**src/pdrc_pkg.sv**
```systemverilog
/*
  Shared definitions for the playback dynamic range compressor: register
  offsets, field positions, reset values, rate and level tables, the
  stereo sample carrier and the per-channel state encoding.
  Assumes an 8-bit register port with a 7-bit register number and 16-bit
  two's complement playback samples.
*/
package pdrc_pkg;

  // Register numbers
  localparam logic [6:0] REG_ENA_THR = 7'h44; // Enables, threshold, hysteresis
  localparam logic [6:0] REG_HOLD = 7'h45; // Hold time
  localparam logic [6:0] REG_ATK_DEC = 7'h46; // Attack and decay rates

  // Reset values
  localparam logic [7:0] RST_ENA_THR = 8'h0F; // Off, -12 dB, 3 dB
  localparam logic [7:0] RST_HOLD = 8'h38; // Hold code 0111
  localparam logic [7:0] RST_ATK_DEC = 8'h00; // Fastest rates

  // Writable bits; reserved bits keep their reset value
  localparam logic [7:0] WMASK_ENA_THR = 8'h7F;
  localparam logic [7:0] WMASK_HOLD = 8'h78;
  localparam logic [7:0] WMASK_ATK_DEC = 8'hFF;

  // Field positions
  localparam int LEFT_EN_BIT = 6;
  localparam int RIGHT_EN_BIT = 5;
  localparam int THR_LSB = 2;
  localparam int HYST_LSB = 0;
  localparam int HOLD_LSB = 3;
  localparam int ATK_LSB = 4;
  localparam int DEC_LSB = 0;

  // Attenuation in dB, 8 integer and 24 fraction bits
  localparam int ATT_FRAC = 24;
  localparam logic [31:0] ATT_MAX = 32'h3000_0000; // 48 dB ceiling
  localparam logic [31:0] ATK_BASE = 32'h0400_0000; // 4 dB per word
  localparam logic [31:0] ATK_CODE14 = 32'h0000_019A; // 2.4414e-5 dB
  localparam logic [31:0] ATK_CODE15 = 32'h0000_00CD; // 1.2207e-5 dB
  localparam logic [31:0] DEC_BASE = 32'h0004_0000; // 1.5625e-2 dB

  // Hold counts in word clocks
  localparam logic [17:0] HOLD_BASE = 18'h0_0020; // 32 words
  localparam logic [17:0] HOLD_X4 = 18'h2_0000; // 4 * 32768
  localparam logic [17:0] HOLD_X5 = 18'h2_8000; // 5 * 32768

  // Stereo sample carrier
  typedef struct packed {
    logic [15:0] left;
    logic [15:0] right;
  } pdrc_stereo_s;

  // Per-channel gain state
  typedef enum logic [1:0] {
    ST_IDLE = 2'b00,
    ST_ATTACK = 2'b01,
    ST_HOLD = 2'b10,
    ST_DECAY = 2'b11
  } pdrc_state_e;

  // Linear factor in Q8 for 0 to 5 dB of cut
  function automatic logic [8:0] db_factor(input logic [2:0] db);
    case (db)
      3'h0: db_factor = 9'h100;
      3'h1: db_factor = 9'h0E4;
      3'h2: db_factor = 9'h0CB;
      3'h3: db_factor = 9'h0B5;
      3'h4: db_factor = 9'h0A1;
      default: db_factor = 9'h090;
    endcase
  endfunction

endpackage

```
**src/pdrc_core.sv**
```systemverilog
/*
  Playback dynamic range compressor, two channels. Holds the three
  compressor registers, watches each channel's output level once per
  accepted sample (one DAC word clock) and steers a per-channel cut in dB
  through attack, hold and decay. Samples leave through a two-entry
  buffer towards the volume stage.
  Assumes: register writes arrive as one-cycle strobes; one accepted
  sample is one word clock; the volume stage keeps left and right volume
  independent while compression runs.

  // Overview of operation
  // - Left enable bit 6, right bit 5
  // - Threshold code maps -3 to -24 dB
  // - Hysteresis code maps 0 to 3 dB
  // - Hold code zero means decay at once
  // - Hold counts 32 doubling, top codes 4x,5x32768
  // - Attack from 4 dB per word, halving
  // - Decay from 1.5625e-2 dB per word, halving
  // - Channel gains stay independent while compressing
*/
`timescale 1ns/1ns
module pdrc_core (
  input wire logic ref_clk, // 25 MHz system clock
  input wire logic rst, // Async reset, high
  input wire logic [6:0] reg_addr, // Register number
  input wire logic reg_wr, // Write strobe
  input wire logic [7:0] reg_wdata, // Write data
  input wire logic reg_rd, // Read strobe
  output logic [7:0] reg_rdata, // Read data, next cycle
  input wire logic in_valid, // Playback word offered
  output logic in_ready, // Compressor takes word
  input wire pdrc_pkg::pdrc_stereo_s in_data, // Playback word
  output logic out_valid, // Compressed word held
  input wire logic out_ready, // Volume stage takes
  output pdrc_pkg::pdrc_stereo_s out_data, // Compressed word
  output logic [1:0] comp_active // Cut in force, {left,right}
);

  // Configuration registers
  logic [7:0] ena_thr_reg, ena_thr_next; // Enables, threshold
  logic [7:0] hold_reg, hold_next; // Hold code
  logic [7:0] atk_dec_reg, atk_dec_next; // Rates
  logic [7:0] rdata_reg, rdata_next; // Read data

  // Per-channel gain state, index 1 left, 0 right
  pdrc_pkg::pdrc_state_e st_reg [2];
  pdrc_pkg::pdrc_state_e st_next [2];
  logic [31:0] att_reg [2]; // Cut in dB, Q8.24
  logic [31:0] att_next [2];
  logic [17:0] hcnt_reg [2]; // Hold words left
  logic [17:0] hcnt_next [2];

  // Decoded fields
  logic [1:0] chan_en; // {left, right}
  logic [2:0] thr_code;
  logic [1:0] hyst_code;
  logic [3:0] hold_code;
  logic [3:0] atk_code;
  logic [3:0] dec_code;
  logic [15:0] thr_mag; // Attack above this
  logic [15:0] rel_mag; // Decay below this
  logic [31:0] atk_step; // dB per word
  logic [31:0] dec_step; // dB per word
  logic [17:0] hold_len; // Words of hold

  // Stream signals
  logic step; // One word clock
  logic [15:0] smp [2]; // Raw sample per channel
  logic [15:0] cut [2]; // Compressed sample
  logic [15:0] mag [2]; // Output magnitude
  pdrc_pkg::pdrc_stereo_s comp_word; // Word to buffer

  // Attack step: halves per code, two top codes fixed
  function automatic logic [31:0] attack_rate(input logic [3:0] code);
    case (code)
      4'hE: attack_rate = pdrc_pkg::ATK_CODE14;
      4'hF: attack_rate = pdrc_pkg::ATK_CODE15;
      default: attack_rate = pdrc_pkg::ATK_BASE >> code;
    endcase
  endfunction

  // Hold length: doubling codes, two top codes fixed
  function automatic logic [17:0] hold_words(input logic [3:0] code);
    case (code)
      4'h0: hold_words = 18'h0_0000;
      4'hE: hold_words = pdrc_pkg::HOLD_X4;
      4'hF: hold_words = pdrc_pkg::HOLD_X5;
      default: hold_words = pdrc_pkg::HOLD_BASE << (code - 4'h1);
    endcase
  endfunction

  // Threshold as a full-scale magnitude, -3 dB to -24 dB
  // Each code is 3 dB lower than the last
  function automatic logic [15:0] thr_level(input logic [2:0] code);
    case (code)
      3'h0: thr_level = 16'h5A9E;
      3'h1: thr_level = 16'h4027;
      3'h2: thr_level = 16'h2D6B;
      3'h3: thr_level = 16'h2027;
      3'h4: thr_level = 16'h16C3;
      3'h5: thr_level = 16'h101D;
      3'h6: thr_level = 16'h0B68;
      default: thr_level = 16'h0813;
    endcase
  endfunction

  // Magnitude; the most negative word gives 16'h8000, not clipped
  function automatic logic [15:0] magnitude(input logic [15:0] s);
    logic [16:0] wide;
    wide = s[15] ? (17'h0_0000 - {s[15], s}) : {1'b0, s};
    magnitude = wide[16] ? 16'hFFFF : wide[15:0];
  endfunction

  // Field decode
  always_comb begin
    chan_en = {ena_thr_reg[pdrc_pkg::LEFT_EN_BIT],
               ena_thr_reg[pdrc_pkg::RIGHT_EN_BIT]};
    thr_code = ena_thr_reg[pdrc_pkg::THR_LSB +: 3];
    hyst_code = ena_thr_reg[pdrc_pkg::HYST_LSB +: 2];
    hold_code = hold_reg[pdrc_pkg::HOLD_LSB +: 4];
    atk_code = atk_dec_reg[pdrc_pkg::ATK_LSB +: 4];
    dec_code = atk_dec_reg[pdrc_pkg::DEC_LSB +: 4];
  end

  // Levels and rates from the codes
  always_comb begin
    logic [24:0] rel_prod;
    rel_prod = '0;
    thr_mag = thr_level(thr_code);
    // Release level sits the hysteresis below the threshold
    rel_prod = thr_mag * pdrc_pkg::db_factor({1'b0, hyst_code});
    rel_mag = rel_prod[23:8];
    atk_step = attack_rate(atk_code);
    dec_step = pdrc_pkg::DEC_BASE >> dec_code;
    // Hold counts words, following the rate
    hold_len = hold_words(hold_code);
  end

  // Register write and read, next values
  always_comb begin
    ena_thr_next = ena_thr_reg;
    hold_next = hold_reg;
    atk_dec_next = atk_dec_reg;
    rdata_next = rdata_reg;
    if (reg_wr) begin
      // Reserved bits are masked, so a stray write cannot flip them
      case (reg_addr)
        pdrc_pkg::REG_ENA_THR: begin
          ena_thr_next = (reg_wdata & pdrc_pkg::WMASK_ENA_THR) |
                         (pdrc_pkg::RST_ENA_THR & ~pdrc_pkg::WMASK_ENA_THR);
        end
        pdrc_pkg::REG_HOLD: begin
          hold_next = (reg_wdata & pdrc_pkg::WMASK_HOLD) |
                      (pdrc_pkg::RST_HOLD & ~pdrc_pkg::WMASK_HOLD);
        end
        pdrc_pkg::REG_ATK_DEC: begin
          atk_dec_next = reg_wdata & pdrc_pkg::WMASK_ATK_DEC;
        end
        default: begin
          // Other registers belong to other blocks
        end
      endcase
    end
    // Read with write returns the old value
    if (reg_rd) begin
      case (reg_addr)
        pdrc_pkg::REG_ENA_THR: rdata_next = ena_thr_reg;
        pdrc_pkg::REG_HOLD: rdata_next = hold_reg;
        pdrc_pkg::REG_ATK_DEC: rdata_next = atk_dec_reg;
        default: rdata_next = 8'h00;
      endcase
    end
  end

  // Register bank storage
  // Reset restores power-on defaults
  always_ff @(posedge ref_clk or posedge rst) begin
    if (rst) begin
      ena_thr_reg <= pdrc_pkg::RST_ENA_THR;
      hold_reg <= pdrc_pkg::RST_HOLD;
      atk_dec_reg <= pdrc_pkg::RST_ATK_DEC;
      rdata_reg <= 8'h00;
    end else begin
      ena_thr_reg <= ena_thr_next;
      hold_reg <= hold_next;
      atk_dec_reg <= atk_dec_next;
      rdata_reg <= rdata_next;
    end
  end

  assign reg_rdata = rdata_reg;

  // A word taken from upstream is one word clock
  // A stall also pauses hold and decay
  assign step = in_valid && in_ready;
  assign smp[1] = in_data.left;
  assign smp[0] = in_data.right;

  // Each channel gets its own cut, never shared
  for (genvar c = 0; c < 2; c++) begin : g_chan
    pdrc_gain_apply u_apply (
      .sample(smp[c]),
      .cut_db(att_reg[c][31:pdrc_pkg::ATT_FRAC]),
      .result(cut[c])
    );
    // Level judged after the cut
    assign mag[c] = magnitude(cut[c]);
  end

  // Compressed word, or the raw word where a channel is bypassed
  always_comb begin
    comp_word.left = chan_en[1] ? cut[1] : smp[1];
    comp_word.right = chan_en[0] ? cut[0] : smp[0];
  end

  // Gain state machines, next values for both channels
  always_comb begin
    for (int c = 0; c < 2; c++) begin
      st_next[c] = st_reg[c];
      att_next[c] = att_reg[c];
      hcnt_next[c] = hcnt_reg[c];
      if (!chan_en[c]) begin
        // Bypass drops any cut so re-enabling starts clean
        st_next[c] = pdrc_pkg::ST_IDLE;
        att_next[c] = 32'h0000_0000;
        hcnt_next[c] = 18'h0_0000;
      end else if (step) begin
        case (st_reg[c])
          pdrc_pkg::ST_IDLE, pdrc_pkg::ST_ATTACK, pdrc_pkg::ST_HOLD,
          pdrc_pkg::ST_DECAY: begin
            if (mag[c] > thr_mag) begin
              // Over threshold: cut harder, rearm hold
              st_next[c] = pdrc_pkg::ST_ATTACK;
              hcnt_next[c] = hold_len;
              // Clamp so the sum cannot wrap
              if (att_reg[c] >= pdrc_pkg::ATT_MAX - atk_step) begin
                att_next[c] = pdrc_pkg::ATT_MAX;
              end else begin
                att_next[c] = att_reg[c] + atk_step;
              end
            end else if (mag[c] < rel_mag && att_reg[c] != '0) begin
              if (hcnt_reg[c] != 18'h0_0000) begin
                // Still holding the cut
                st_next[c] = pdrc_pkg::ST_HOLD;
                hcnt_next[c] = hcnt_reg[c] - 18'h0_0001;
              end else begin
                // Hold done or disabled: recover gain
                st_next[c] = pdrc_pkg::ST_DECAY;
                // Floor at zero, no wrap
                if (att_reg[c] <= dec_step) begin
                  att_next[c] = 32'h0000_0000;
                end else begin
                  att_next[c] = att_reg[c] - dec_step;
                end
              end
            end else if (att_reg[c] == '0) begin
              st_next[c] = pdrc_pkg::ST_IDLE;
            end else begin
              // Inside the hysteresis band the cut stands
              st_next[c] = pdrc_pkg::ST_HOLD;
            end
          end
          default: begin
            // Unused with four states
            st_next[c] = pdrc_pkg::ST_IDLE;
          end
        endcase
      end
    end
  end

  // Gain state storage
  always_ff @(posedge ref_clk or posedge rst) begin
    if (rst) begin
      for (int c = 0; c < 2; c++) begin
        st_reg[c] <= pdrc_pkg::ST_IDLE;
        att_reg[c] <= 32'h0000_0000;
        hcnt_reg[c] <= 18'h0_0000;
      end
    end else begin
      st_reg <= st_next;
      att_reg <= att_next;
      hcnt_reg <= hcnt_next;
    end
  end

  // Status shows which channel currently carries a cut
  assign comp_active = {att_reg[1] != '0, att_reg[0] != '0};

  // Output buffer; its ready stalls upstream so no word is lost
  pdrc_skid u_skid (
    .ref_clk(ref_clk),
    .rst(rst),
    .in_valid(in_valid),
    .in_ready(in_ready),
    .in_data(comp_word),
    .out_valid(out_valid),
    .out_ready(out_ready),
    .out_data(out_data)
  );

endmodule

```
**src/pdrc_gain_apply.sv**
```systemverilog
/*
  Applies a cut given in whole dB to one sample: 6 dB per halving plus a
  Q8 factor for the remaining 0 to 5 dB. Purely combinational.
  Assumes the cut never exceeds the compressor ceiling of 48 dB.
*/
`timescale 1ns/1ns
module pdrc_gain_apply (
  input wire logic [15:0] sample, // Signed sample in
  input wire logic [7:0] cut_db, // Whole dB of cut
  output logic [15:0] result // Signed sample out
);

  logic [7:0] shift; // Whole halvings
  logic [2:0] rest; // Leftover dB
  logic signed [25:0] prod; // Sample times factor

  // Split the cut, scale, then shift with sign
  always_comb begin
    shift = cut_db / 8'h6;
    rest = 3'(cut_db - shift * 8'h6);
    prod = $signed(sample) * $signed({1'b0, pdrc_pkg::db_factor(rest)});
    prod = prod >>> 8;
    if (shift > 8'h0F) begin
      // Beyond 95 dB the word is silent anyway
      result = 16'h0000;
    end else begin
      prod = prod >>> shift;
      result = prod[15:0];
    end
  end

endmodule

```
**src/pdrc_skid.sv**
```systemverilog
/*
  Two-entry buffer between the compressor and the volume stage.
  Assumes a receiver that may stall at any time; full and empty are exact.
*/
`timescale 1ns/1ns
module pdrc_skid (
  input wire logic ref_clk, // System clock
  input wire logic rst, // Async reset, high
  input wire logic in_valid, // Word offered
  output logic in_ready, // Room for a word
  input wire pdrc_pkg::pdrc_stereo_s in_data, // Word in
  output logic out_valid, // Word held
  input wire logic out_ready, // Receiver takes
  output pdrc_pkg::pdrc_stereo_s out_data // Word out, from flops
);

  pdrc_pkg::pdrc_stereo_s mem_reg [2]; // Two slots
  pdrc_pkg::pdrc_stereo_s mem_next [2];
  logic [1:0] cnt_reg, cnt_next; // Words held
  logic wp_reg, wp_next; // Write slot
  logic rp_reg, rp_next; // Read slot
  logic push, pop;

  // Handshakes come straight from the count
  assign in_ready = (cnt_reg != 2'h2);
  assign out_valid = (cnt_reg != 2'h0);
  assign out_data = mem_reg[rp_reg];
  assign push = in_valid && in_ready;
  assign pop = out_valid && out_ready;

  // Next pointers, count and slot contents
  always_comb begin
    mem_next = mem_reg;
    wp_next = wp_reg;
    rp_next = rp_reg;
    cnt_next = cnt_reg;
    if (push) begin
      mem_next[wp_reg] = in_data;
      wp_next = ~wp_reg;
    end
    if (pop) begin
      rp_next = ~rp_reg;
    end
    // Push and pop together leave the count alone
    if (push && !pop) begin
      cnt_next = cnt_reg + 2'h1;
    end else if (pop && !push) begin
      cnt_next = cnt_reg - 2'h1;
    end
  end

  // Register stage
  always_ff @(posedge ref_clk or posedge rst) begin
    if (rst) begin
      mem_reg[0] <= '0;
      mem_reg[1] <= '0;
      cnt_reg <= 2'h0;
      wp_reg <= 1'b0;
      rp_reg <= 1'b0;
    end else begin
      mem_reg <= mem_next;
      cnt_reg <= cnt_next;
      wp_reg <= wp_next;
      rp_reg <= rp_next;
    end
  end

endmodule

```
**config.mk**
```make
export PLATFORM = sky130hd
export DESIGN_NAME = pdrc_core
export DESIGN_NICKNAME = d
export VERILOG_FILES = /design/src/pdrc_pkg.sv /design/src/pdrc_core.sv /design/src/pdrc_gain_apply.sv /design/src/pdrc_skid.sv
export SDC_FILE = /design/constraint.sdc
export NUM_CORES = 2
export LEC_CHECK = 0
export BUFFER_PORTS_ARGS = -buffer_cell sky130_fd_sc_hd__buf_2
export CORE_UTILIZATION = 29
export CTS_CLUSTER_SIZE = 28
export DETAILED_ROUTE_END_ITERATION = 7
export PLACE_DENSITY = 0.4
export SKIP_CTS_REPAIR_TIMING = 1
export SLEW_MARGIN = 15
export SYNTH_ARGS = -nofsm -noshare
export SYNTH_HDL_FRONTEND = slang
export SYNTH_SLANG_ARGS = --single-unit
```
**constraint.sdc**
```tcl
create_clock -name ref_clk -period 40.6 [get_ports ref_clk]
set_input_delay 12.18 -clock ref_clk [delete_from_list [all_inputs] [get_ports ref_clk]]
set_output_delay 12.18 -clock ref_clk [all_outputs]
set_load 0.03 [all_outputs]
```
After elaboration in Yosys (flattened, before gate mapping)

Cells that the tools add are included.

Flip-flop bits (word level): 199
Output and inout bits: 44

Eq/ne operators: 39
Multipliers: 5
Muxes and demuxes: 65
Bitwise logic cells: 4
Shifts and indexed selects: 5
Add/sub/neg operators: 14
Reduce and logical (&&, ||, !) cells: 33
Div/mod/pow operators: 2
$lt $le $gt $ge: 13

Operators with widths:

| operator              | count |
|---|---|
| $mux 32               | 20 |
| $mux 18               | 12 |
| $pmux 15 s7           | 1 |
| $mux 16               | 6 |
| $pmux 9 s5            | 2 |
| $add 32x32->32        | 2 |
| $bwmux 64             | 1 |
| $ge 32x32->1          | 2 |
| $le 32x32->1          | 2 |
| $logic_not 32->1      | 2 |
| $pmux 32 s2           | 1 |
| $reduce_bool 32->1    | 2 |
| $sub 32x32->32        | 2 |
| $pmux 18 s3           | 1 |
| $mul 16x10->26        | 2 |
| $pmux 9 s4            | 1 |
| $reduce_bool 18->1    | 2 |
| $sshr 18x8->16        | 2 |
| $sub 18x1->18 const B | 2 |
| $mux 17               | 2 |
| $sub 1x16->17 const A | 2 |
| $demux 32 s1          | 1 |
| $gt 16x16->1          | 2 |
| $lt 16x16->1          | 2 |
| other kinds (38)      | 106 |

Logic depth before layout (Yosys ltp)

Depth after elaboration: 18
Mapped depth: 66
Gate-level depth less buffers: 60

Modules after synthesis

Synthesis repeated with hierarchy kept, for this count alone.

Cell total of the unflattened synthesis: 4399
Area total of the unflattened synthesis: 36480.0 um2

By module, submodules not included:

| module                               | instances | area an instance (um2) | cells each |
|---|---|---|---|
| pdrc_core                            | 1         | 18730.5                | 2359 |
| pdrc_gain_apply at g_chan[1].u_apply | 1         | 7542.2                 | 980 |
| pdrc_gain_apply at g_chan[0].u_apply | 1         | 7070.5                 | 871 |
| pdrc_skid                            | 1         | 3136.8                 | 189 |

Worst setup path after synthesis

No wires, ideal clock.

Path type: input to register
Start: input in_data[15] (netlist bit)
End: register hcnt_reg[28] (netlist bit)
Data arrival time: 21.717 ns
Setup time: 0.121 ns
Stages: 44
Setup slack: 18.762 ns
Path through: clkbuf_1 > nand2_1 > inv_1 > fa_1 > fa_1 > fa_1 > fa_1 > inv_1 > fa_1 > inv_1 > ha_1 > clkbuf_1 > a21o_1 > o21bai_1 > a21o_1 > a21o_1 > a31o_2 > or3_1 > [8 not listed] > o21ai_0 > xnor2_1 > ha_1 > nor2b_1 > o21ai_0 > nand2b_1 > a21oi_1 > nor2b_1 > o21ai_0 > nand2_1 > or3_1 > o31a_1 > nor2_1 > nor2_1 > a221oi_2 > buf_2 > o21ai_0 > a22o_1

Word-level cells in the longest chain between the ends: 11

Ends and longest elaborated chain:

| item                 | line                  | text |
|---|---|---|
| from (decl)          | pdrc_core.sv:32       | `input wire pdrc_pkg::pdrc_stereo_s in_data,` |
| $mul 16x10->26 *     | pdrc_gain_apply.sv:21 | `prod = $signed(sample) * $signed({1'b0, pdrc_pkg::db_factor(rest)});` |
| $sshr 18x8->16 *     | pdrc_gain_apply.sv:27 | `prod = prod >>> shift;` |
| $mux 16 *            | pdrc_gain_apply.sv:23 | `if (shift > 8'h0F) begin` |
| $sub 1x16->17        | pdrc_core.sv:110      | `wide = s[15] ? (17'h0_0000 - {s[15], s}) : {1'b0, s};` |
| $mux 17 *            | pdrc_core.sv:110      |  |
| $mux 16 *            | pdrc_core.sv:111      | `magnitude = wide[16] ? 16'hFFFF : wide[15:0];` |
| $gt 16x16->1         | pdrc_core.sv:231      | `if (mag[c] > thr_mag) begin` |
| $mux 18              | pdrc_core.sv:231      |  |
| $mux 18              | pdrc_core.sv:228      | `case (st_reg[c])` |
| $mux 18              | pdrc_core.sv:227      | `end else if (step) begin` |
| $mux 18              | pdrc_core.sv:222      | `if (!chan_en[c]) begin` |
| to (signal assigned) | pdrc_core.sv:283      | `hcnt_reg <= hcnt_next;` |
| to (decl)            | pdrc_core.sv:50       | `logic [17:0] hcnt_reg [2];` |

Every way passes the cells marked *; elsewhere a longest branch is shown, timed or not. The select of a mux whose other input is x is not followed.
A chain may end at the register's enable or synchronous reset.

Worst setup path after layout

Start: input in_data[31] (netlist bit)
End: register att_reg[5] (netlist bit)

Word-level cells in the longest chain between the ends: 11

Ends and longest elaborated chain:

| item                 | line                  | text |
|---|---|---|
| $mul 16x10->26 *     | pdrc_gain_apply.sv:21 |  |
| $sshr 18x8->16 *     | pdrc_gain_apply.sv:27 |  |
| $mux 16 *            | pdrc_gain_apply.sv:23 |  |
| $sub 1x16->17        | pdrc_core.sv:110      |  |
| $mux 17 *            | pdrc_core.sv:110      |  |
| $mux 16 *            | pdrc_core.sv:111      |  |
| $gt 16x16->1         | pdrc_core.sv:231      |  |
| $mux 32              | pdrc_core.sv:231      |  |
| $mux 32              | pdrc_core.sv:228      |  |
| $mux 32              | pdrc_core.sv:227      |  |
| $mux 32              | pdrc_core.sv:222      |  |
| to (signal assigned) | pdrc_core.sv:282      | `att_reg <= att_next;` |
| to (decl)            | pdrc_core.sv:48       | `logic [31:0] att_reg [2];` |

Marked as above.

==> flow_summary_export.csv <==
group,metric,value,unit
floorplanning,initial_core_util,29.30,%
cts,h-tree-depth,4,
critical_path,crit_arrival,24.18,ns
cells_and_area,nets,5056,
sta,hold_viol,0,
logic_synthesis,ys_types,121,
floorplanning,fp.dieArea,124900,µm²
global_routing,grt_max_degree,89,
critical_path,path_class,"in -> reg",
critical_path,cp.required,41.02,ns
logic_synthesis,yosys.area.top_type,"fa_1",
logic_synthesis,synth_edf_count,0,
cells_and_area,final.fill_count,13130,
placed_design,routabilityCongestion,0.8875,
critical_path,r2r_setup_slack,24.05,ns
global_routing,grt_first_pass_wirelength,194900,µm
sta,worst_pin_slew,1.155,ns
sta,tns,0,ns
logic_synthesis,ys_ff_latch,195,
cts,clockRootBuffer,"clkbuf_16",
logic_synthesis,synthCells,4366,
critical_path,reg2reg_depth,57,
sta,skew,0.01813,ns
cts,cts_max_path_buffers,2,
logic_synthesis,synthTopCellsByArea,"fa_1 18%, dfrtp_1 13%, ha_1 13%, inv_1 4.5%, nand2_1 3.9%",
global_routing,met2_usage,31.75,%
floorplanning,die_h,353.4,µm
sta,relSlewSlack,23.00,%
critical_path,crit_family,"compound AO/OA/AOI/OAI gates",
route,totalWireLength,124600,µm
global_routing,busiest_layer,"met2",
route,via_per_inst,5.267,
status,status,"completed",
route,first_pass_iters,6,
sta,finalCritPeriodShare,58.50,%
floorplanning,die_width,353.4,µm
route,drc,0,
cells_and_area,num_antenna_cells,0,
route,via_count,31320,
sta,rsz0062_at_grt,"no",
critical_path,r2r-start,"att_reg[30]$_DFFE_PP0P_",
floorplanning,fp-row-count,128,
logic_synthesis,synth_common_cells,"431 x inv_1, 375 x ha_1, 373 x nand2_1",
critical_path,endpoint_kind,"register",
placed_design,post-dp-hpwl,99380,µm
placed_design,placed_area,37830,µm²
cells_and_area,multi_input_area,28430,µm²
cells_and_area,seq_area,4890,µm²
global_routing,antenna_found_initial,9,
sta,fmax,0.04210,GHz
logic_synthesis,synth.most_common_cell,"inv_1",
cells_and_area,design_area,38450,µm²
cells_and_area,syn_to_final_growth,7.391,%
sta,timing.hold.ws,0.4806,ns
route,drt-initial-drc-count,2155,
floorplanning,core-area,122200,µm²
sta,finalSetupViolCount,0,
logic_synthesis,yosysWarningCount,0,
min_path,holdPathStages,2,
critical_path,critPathBufInv,5,
logic_synthesis,syn_area,35800,µm²
logic_synthesis,syn-mean-instance-area,8.200,µm²
critical_path,critPathSlowestCell,"a2111oi_0",
min_path,hp-class,"reg -> reg",
cts,clock_latency,0.51,ns
cts,clk_pin_slew,0.08,ns
logic_synthesis,synthArstFlopShare,100.0,%
floorplanning,io_pins,97,
min_path,holdCritStartpoint,"u_skid.mem_reg[27]$_DFFE_PP0P_",
sta,slew_viol_final,0,
sta,post-route-min-period,23.75,ns
logic_synthesis,synthFlopType,"dfrtp_1",
critical_path,critPathMaxFanout,29,
cts,cts.sinks,195,
global_routing,grt_pass1_vias,31380,
global_routing,grt_overflow,0,
placed_design,place.port_buffers,96,
critical_path,r2r-end,"att_reg[5]$_DFFE_PP0P_",
critical_path,cpPeakStageDelay,0.94,ns
logic_synthesis,synth-seq-area-share,13.65,%
cells_and_area,drive_gt1_share,8.308,%
global_routing,grt_usage,20.03,%
logic_synthesis,synthDominantCellAreaShare,17.89,%
route,routedWlPerCell,20.96,µm
run,drv_cap,0,
min_path,hold-path-endpoint,"u_skid.mem_reg[27]$_DFFE_PP0P_",
critical_path,start_kind,"input pin",
global_routing,met3_usage,2.326,%
cts,cts_tree,"done",
global_routing,grtUsageMet1,29.35,%
route,ant_nets,0,
cts,numCtsBuffers,17,
-- cell usage in the layout (no fill, tap or decap), types with 16 or more instances in the layout --
master and instances:
clkbuf_16 17, and3_1 95, inv_1 430, a31oi_1 30
a211oi_1 27, o21ai_0 209, and2_1 154, o211ai_1 35
xor2_1 45, mux2i_1 41, o22ai_1 34, dfrtp_1 187
ha_1 375, o21a_1 47, nand2_1 372, a21oi_1 232
a21o_1 93, xnor2_1 101, nand3_1 81, o21ai_1 36
nand4_1 45, or3_1 29, nor2b_1 52, a22oi_1 25
o31ai_1 29, nor2_1 354, fa_1 320, or2_2 33
mux2_2 72, buf_2 96, a211o_1 16, nor4_1 35
nor3_1 113, o21bai_1 17, nand2b_1 47, buf_4 48
-- worst min-delay path: cells and delay by family, from the launching register on --
| family | cells | cell delay (ns) |
|---|---|---|
| compound gates | 1 | 0.06 |
| simple gates | 1 | 0.05 |
| flops | 1 | 0.35 |
-- through the flow --
step	setup slack (ns)	cells	util, %
2_1_floorplan	18.76	4370	-
3_3_place_gp	16.44	5912	30.95
3_5_place_dp	16.49	5912	30.95
4_1_cts	17.02	5944	31.44
5_1_grt	16.00	5946	31.47
6_report	16.85	5946	31.47
-- worst max-delay path by stage --
stage / start / end / slack, ns / cells past startpoint
after CTS: in_data[31] / att_reg[11]$_DFFE_PP0P_ / 17.02 / 45
final: in_data[31] / att_reg[5]$_DFFE_PP0P_ / 16.85 / 45
after global routing: in_data[31] / att_reg[4]$_DFFE_PP0P_ / 16.00 / 45
after floorplan: in_data[15] / hcnt_reg[28]$_DFFE_PP0P_ / 18.76 / 44
after detailed placement: in_data[31] / att_reg[11]$_DFFE_PP0P_ / 16.49 / 45
after global placement: in_data[31] / att_reg[5]$_DFFE_PP0P_ / 16.44 / 40
-- final cells by class --
cell class                      instances  area share (%)
Timing Repair Buffer                  146           2.255
Clock inverter                         14          0.4230
Inverter                              435           4.266
Sequential cell                       195           12.72
Multi-Input combinational cell       3513           73.93
Clock buffer                           18           1.116
Tap cell                             1625           5.288
-- cells by family after synthesis --
logic type | share of synthesized area, %
xor gates and xnor gates | 3.662
and+or+nand+nor | 20.50
adders and majority gates | 31.00
DFF | 13.65
other | 0.01047
AOI/OAI and AO/OA | 20.36
buffers and inverters | 7.206
muxes | 3.617
-- routing by layer --
metal  vias to the layer above  wire length (µm)
met2                       623             56130
met3                        81              4704
met5                         -                13
met4                         2              1782
li1                      15230                 -
met1                     15390             62020
Power is left out: the tool's default activity adds up to more than one toggle a clock period on the data nets, which glitch-free logic cannot reach.
